[src/include/lpb_pkg.sv]
package lpb_pkg;
   localparam int unsigned ADDR_W        = 12;
   localparam int unsigned DATA_W        = 8;
   localparam int unsigned FIXED_CYCLES  = 8;
   localparam logic [3:0]  FIXED_LAST    = 4'(FIXED_CYCLES - 1);
   localparam logic [3:0]  CNT_RESET     = 4'h0;
   localparam logic [ADDR_W-1:0] ADDR_RESET = 12'h000;
   localparam logic [DATA_W-1:0] DATA_RESET = 8'h00;
   localparam int unsigned SYNC_STAGES   = 2;
   localparam int unsigned SYNC_BITS     = DATA_W + 2;
   localparam int unsigned SYNC_ACK_BIT  = DATA_W;
   localparam int unsigned SYNC_IRQ_BIT  = DATA_W + 1;
   // ack rests inactive low, interrupt rests high, so reset shows no stale ack
   localparam logic [SYNC_BITS-1:0] SYNC_RESET = 10'h200;

   typedef enum logic [1:0] {
      ST_IDLE,
      ST_ACCESS,
      ST_FINISH
   } lpb_state_t;
endpackage : lpb_pkg

[src/rtl/local_peripheral_bus_master.sv]
`timescale 1ns/1ps
module local_peripheral_bus_master (
   input  wire logic                      sys_clk,
   input  wire logic                      reset,
   input  wire logic                      req_valid,
   input  wire logic                      req_read,
   input  wire logic                      req_sel,
   input  wire logic [lpb_pkg::ADDR_W-1:0] req_addr,
   input  wire logic [lpb_pkg::DATA_W-1:0] req_wdata,
   input  wire logic                      handshake_mode,
   output logic                           req_ready,
   output logic                           done,
   output logic      [lpb_pkg::DATA_W-1:0] rdata,
   output logic                           irq,
   output logic      [lpb_pkg::ADDR_W-1:0] periph_addr,
   output logic                           periph_read_not_write,
   output logic                           periph_select_1_n,
   output logic                           periph_select_2_n,
   input  wire logic                      periph_ack,
   input  wire logic                      periph_irq_n,
   input  wire logic [lpb_pkg::DATA_W-1:0] periph_data_in,
   output logic      [lpb_pkg::DATA_W-1:0] periph_data_out,
   output logic                           periph_data_oe
);
   import lpb_pkg::*;

   typedef struct packed {
      lpb_state_t          state;
      logic [3:0]          cnt;
      logic                hs;
      logic [ADDR_W-1:0]   addr;
      logic                rnw;
      logic                sel1_n;
      logic                sel2_n;
      logic [DATA_W-1:0]   wdata;
      logic                oe;
      logic [DATA_W-1:0]   rdata;
      logic                done;
      logic                ready;
      logic                irq;
   } master_t;

   master_t m_r;
   master_t m_nxt;

   logic [SYNC_BITS-1:0] sync_out;
   logic [DATA_W-1:0]    data_s;
   logic                 ack_s;
   logic                 irq_n_s;

   // pins arrive from outside, two flops before any logic looks
   pin_sync #(
      .WIDTH   (SYNC_BITS),
      .RST_VAL (SYNC_RESET)
   ) u_sync (
      .sys_clk (sys_clk),
      .reset   (reset),
      .din     ({periph_irq_n, periph_ack, periph_data_in}),
      .dout    (sync_out)
   );

   assign data_s  = sync_out[DATA_W-1:0];
   assign ack_s   = sync_out[SYNC_ACK_BIT];
   assign irq_n_s = sync_out[SYNC_IRQ_BIT];

   // fixed mode counts only and ignores ack; handshake also waits until the
   // synchroniser has flushed what the ack pin showed before this access
   function automatic logic finished(input logic       hs,
                                     input logic [3:0] cnt,
                                     input logic       ack);
      logic ack_fresh;
      ack_fresh = (cnt >= 4'(SYNC_STAGES));
      if (hs) begin
         finished = ack && ack_fresh;
      end else begin
         finished = (cnt == FIXED_LAST);
      end
   endfunction : finished

   // saturates so a long handshake wait cannot wrap back under the guard
   function automatic logic [3:0] count_up(input logic [3:0] cnt);
      if (cnt == 4'hf) begin
         count_up = cnt;
      end else begin
         count_up = cnt + 4'h1;
      end
   endfunction : count_up

   // low-active pair {second, first}: never both low, both high at rest
   function automatic logic [1:0] select_pair(input logic active,
                                              input logic second);
      logic [1:0] pair;
      pair = 2'b11;
      if (active) begin
         pair[0] = second;
         pair[1] = ~second;
      end
      select_pair = pair;
   endfunction : select_pair

   // bus released, nothing pending: used by reset and illegal-state recovery
   function automatic master_t idle_state();
      master_t st;
      st.state  = ST_IDLE;
      st.cnt    = CNT_RESET;
      st.hs     = 1'b0;
      st.addr   = ADDR_RESET;
      st.rnw    = 1'b1;
      st.sel1_n = 1'b1;
      st.sel2_n = 1'b1;
      st.wdata  = DATA_RESET;
      st.oe     = 1'b0;
      st.rdata  = DATA_RESET;
      st.done   = 1'b0;
      st.ready  = 1'b0;
      st.irq    = 1'b0;
      idle_state = st;
   endfunction : idle_state

   // all request fields latched together so they stand the whole access
   function automatic master_t load_request(input master_t             cur,
                                            input logic                rd,
                                            input logic                second,
                                            input logic                hs,
                                            input logic [ADDR_W-1:0]   addr,
                                            input logic [DATA_W-1:0]   wdata);
      master_t st;
      st       = cur;
      st.ready = 1'b0;
      st.state = ST_ACCESS;
      st.cnt   = CNT_RESET;
      // mode taken once so it cannot change mid transfer
      st.hs    = hs;
      st.addr  = addr;
      st.rnw   = rd;
      st.wdata = wdata;
      st.oe    = ~rd;
      {st.sel2_n, st.sel1_n} = select_pair(1'b1, second);
      load_request = st;
   endfunction : load_request

   // data released one cycle after the select rises, so the slave's hold
   // window never meets our drive; direction rests at read
   function automatic master_t release_bus(input master_t cur);
      master_t st;
      st       = cur;
      st.oe    = 1'b0;
      st.rnw   = 1'b1;
      st.ready = 1'b1;
      st.state = ST_IDLE;
      release_bus = st;
   endfunction : release_bus

   // end of access: select up, done pulse, read byte taken in this cycle
   function automatic master_t end_access(input master_t             cur,
                                          input logic [DATA_W-1:0]   rbyte);
      master_t st;
      st = cur;
      if (cur.rnw) begin
         st.rdata = rbyte;
      end
      st.done  = 1'b1;
      {st.sel2_n, st.sel1_n} = select_pair(1'b0, 1'b0);
      st.state = ST_FINISH;
      end_access = st;
   endfunction : end_access

   always_comb begin
      m_nxt      = m_r;
      m_nxt.done = 1'b0;
      case (m_r.state)
         ST_IDLE: begin
            m_nxt.ready = 1'b1;
            if (req_valid && m_r.ready) begin
               m_nxt = load_request(m_nxt, req_read, req_sel, handshake_mode,
                                    req_addr, req_wdata);
            end
         end
         ST_ACCESS: begin
            m_nxt.cnt = count_up(m_r.cnt);
            if (finished(m_r.hs, m_r.cnt, ack_s)) begin
               m_nxt = end_access(m_nxt, data_s);
            end
         end
         ST_FINISH: begin
            m_nxt = release_bus(m_nxt);
         end
         default: begin
            m_nxt = idle_state();
         end
      endcase
      // plain level, follows the synchronised pin
      m_nxt.irq = ~irq_n_s;
   end

   always_ff @(posedge sys_clk) begin
      if (reset) begin
         m_r <= idle_state();
      end else begin
         m_r <= m_nxt;
      end
   end

   assign req_ready             = m_r.ready;
   assign done                  = m_r.done;
   assign rdata                 = m_r.rdata;
   assign irq                   = m_r.irq;
   assign periph_addr           = m_r.addr;
   assign periph_read_not_write = m_r.rnw;
   assign periph_select_1_n     = m_r.sel1_n;
   assign periph_select_2_n     = m_r.sel2_n;
   assign periph_data_out       = m_r.wdata;
   assign periph_data_oe        = m_r.oe;
endmodule : local_peripheral_bus_master

[src/rtl/pin_sync.sv]
`timescale 1ns/1ps
module pin_sync #(
   parameter int unsigned            WIDTH    = 1,
   parameter logic [WIDTH-1:0]       RST_VAL  = '0
) (
   input  wire logic             sys_clk,
   input  wire logic             reset,
   input  wire logic [WIDTH-1:0] din,
   output logic      [WIDTH-1:0] dout
);
   typedef struct packed {
      logic [WIDTH-1:0] meta;
      logic [WIDTH-1:0] stable;
   } sync_t;

   sync_t s_r;
   sync_t s_nxt;

   always_comb begin
      s_nxt        = s_r;
      s_nxt.meta   = din;
      // first stage only feeds the second
      s_nxt.stable = s_r.meta;
   end

   always_ff @(posedge sys_clk) begin
      if (reset) begin
         s_r <= {RST_VAL, RST_VAL};
      end else begin
         s_r <= s_nxt;
      end
   end

   assign dout = s_r.stable;
endmodule : pin_sync

[config.mk]
export PLATFORM = sky130hd
export DESIGN_NAME = local_peripheral_bus_master
export DESIGN_NICKNAME = d
export VERILOG_FILES = /design/src/include/lpb_pkg.sv /design/src/rtl/local_peripheral_bus_master.sv /design/src/rtl/pin_sync.sv
export SDC_FILE = /design/constraint.sdc
export NUM_CORES = 1
export LEC_CHECK = 0
export ABC_CLOCK_PERIOD_IN_PS = 2700
export BUFFER_PORTS_ARGS = -buffer_cell sky130_fd_sc_hd__buf_4
export CORE_MARGIN = 5
export CORE_UTILIZATION = 39
export CTS_CLUSTER_SIZE = 10
export DETAILED_ROUTE_END_ITERATION = 10
export GPL_ROUTABILITY_DRIVEN = 0
export PLACE_DENSITY = 0.61
export SLEW_MARGIN = 20
export SYNTH_ARGS = -nofsm -noshare
export SYNTH_HDL_FRONTEND = slang
export SYNTH_SLANG_ARGS = --single-unit
export TNS_END_PERCENT = 1
[constraint.sdc]
create_clock -name sys_clk -period 2.7 [get_ports sys_clk]
set_clock_uncertainty 0.15 [all_clocks]
set_input_delay 0 -clock sys_clk [delete_from_list [all_inputs] [get_ports sys_clk]]
set_output_delay 0 -clock sys_clk [all_outputs]
set_load 0.05 [all_outputs]
==> reports/summary.txt <==
Flops & latches, synth: 62
GR Layer Usage met3: 3.78%
Final setup viols: 0
Combinational Power Share: 18.1%
Setup TNS Final: 0 ps
Relative slew slack: 46.9%
Setup CP Type: register to register
Slack of the critical path: 336 ps
Routed Antenna Nets: 0
RSZ-0062 raised after global routing: false
PwrDens: 604 nW/um2
DRC marker count from the first detailed-route iteration: 121
Sequential area share after synthesis: 50.6%
Outcome: completed
Fin area: 3320 um2
Post-Route WL: 5350 um
H-tree depth: 3
Maximum vdd drop: 0.269 mV
Port bufs: 70
Sw power: 0.556 mW
Mapped Avg Cell Area: 9.86 um2
Worst-Skew Late Latency: 330 ps
Final period util: 87.6%
Critical Path Sink Type: register
Power Total: 2.00 mW
Mapped Area: 2450 um2
Cell count of the worst hold path: 2
Post-route DRC: 0
Die Width: 89.3 um
Synth async-reset ratio: 0%
F_max: 0.423 GHz
Ant. Diodes: 0
DP Area: 2830 um2
Synth unique cells: 39
Busiest grt layer: met2
Pleak: 1.39 nW
WHS: 18.9 ps
Max Slew Vio Count: 0
Most frequent cells in the layout: buf_4 (70), dfxtp_1 (62), dlygate4sd3_1 (33)
Row cnt: 29
Clock buffer depth: 2
Internal Pwr Total: 1.45 mW
Initial Utilization: 39.3%
Clk pwr share: 33.2%
Cells after Synth: 249
Die area: 7980 um2
Initial DRT Pass Iterations: 4
Max-cap violations: 0
Worst min path class: primary input to register
Num CTS Buffers: 9
Via count: 1931
CTS tree: built
Fin crit period: 2360 ps
Clock Sinks: 62
Grt ovf: 0
Mapped Nets: 291
Area Growth Syn to Fin: 35.2%
Clock Pin Slew Worst Setup and Hold Paths: 60 ps
Placement Setup Slack: 233 ps
Final HPWL DP: 3360 um
Initial antenna violation count: 0
Layout cells sized above 1: 28.9%
GRT Util Overall: 14.0%
Crit path arrival time: 2480 ps
Largest net degree at the start of global routing: 63
Prevailing post-synth register cell: dfxtp_1
Nets@finish: 364
Number of synthesized flops with an enable pin: 0
Commonest non-fill, non-tap cell in the layout: buf_4
Vias in the first global route: 1788
Vias per inst: 4.80
Routed len/inst: 13.3 um
Final Hold Viols: 0
Placed cells: 355
Chip height: 89.3 um
Core ar.: 6240 um2
Ys Warns: 0
Switching portion of total power: 27.8%
Setup repair bufs after CTS: 0
Top Ports: 71
Final core utilization: 53.2%
FF-to-FF path depth: 6
First-pass GRT wire length: 8400 um
Least-Margin Pin Slew: 794 ps
Critical Path Start Type: register
CP Max Fanout: 21
Global Route met2 Usage: 21.4%
Fin cells: 402
Worst path required time: 2810 ps
CTS root buffer: clkbuf_8
Routing usage on met1: 17.8%
Flop pwr share: 48.8%
==> flip-flops by register name (all words and copies together), names as in the netlist <==
signal and count:
periph_data_out 8, periph_read_not_write 1, periph_select_1_n 1, done 1, periph_select_2_n 1, u_sync.dout 10
rdata 8, u_sync.s_nxt 10, m_r 7, irq 1, periph_data_oe 1, req_ready 1
periph_addr 12
==> routing by layer <==
layer,vias up,wire [um],share of wire (%)
met1,895,2410,45
met5,-,0,0
li1,987,-,-
met2,38,2590,48
met4,0,110,2.1
met3,11,244,4.6
==> critical path, cell delays in order (launching register included) <==
cell and delay (ps):
dfxtp_1 330, inv_1 140, ha_1 220, a21boi_1 660
or2_2 500, a22oi_1 150, nor2_1 140
==> kinds of logic after synthesis <==
| logic type | after synthesis | synth area share, % |
|---|---|---|
| compound gates | 48 | 15.2 |
| mux | 2 | 0.816 |
| simple gates | 86 | 19.2 |
| buf+inv | 45 | 11.2 |
| fa+ha+maj | 6 | 3.06 |
| flops | 62 | 50.6 |
==> layout make-up <==
class,instances,area [um2]
Fill cell,608,2920
Sequential cell,62,1240
Multi-Input combinational cell,142,956
Timing Repair Buffer,103,856
Clock buffer,12,145
Tap cell,77,96.3
Inverter,4,15.0
Clock inverter,2,10.0
==> path summary, 6_finish.rpt <==
path | startpoint | slack (ps) | end
worst max-delay path | m_r[41] | 340 | periph_addr[0]
worst min-delay path | reset | 20 | u_sync.dout[2]
worst max register to register | m_r[41] | 340 | periph_addr[0]
worst min register to register | u_sync.dout[9] | 240 | irq
==> synth_stat cells (all sizes together), types with 3 or more instances <==
cell	number	area (um2)
inv	4	15.0
buf	32	226
nand2	5	18.8
clkbuf	9	33.8
nor2b	20	125
nand2b	3	18.8
ha	6	75.1
nor4	3	18.8
nand3b	3	22.5
a22o	6	52.6
or4	3	27.5
o31ai	4	30.0
or2	5	31.3
nor2	32	120
a21oi	5	25.0
a22oi	23	173
dfxtp	62	1240
nor3	4	20.0
==> power groups by stage <==
| stage | Clock [mW] | Sequential (mW) | Combinational, mW |
|---|---|---|---|
| finish | 0.665 | 0.978 | 0.362 |
| global route | 0.726 | 0.983 | 0.392 |
| CTS | 0.694 | 0.978 | 0.363 |
| detailed placement | 0 | 0.998 | 0.323 |
| global placement | 0 | 0.998 | 0.320 |
| floorplan | 0 | 1.03 | 0.193 |
==> timing repair <==
item                       4_1_cts  5_1_grt
hold buffers                    33        0
resized for setup                0        1
setup endpoints to repair        0        6
hold endpoints to repair        35        0
Note: power is estimated with default switching activity, not from simulation.
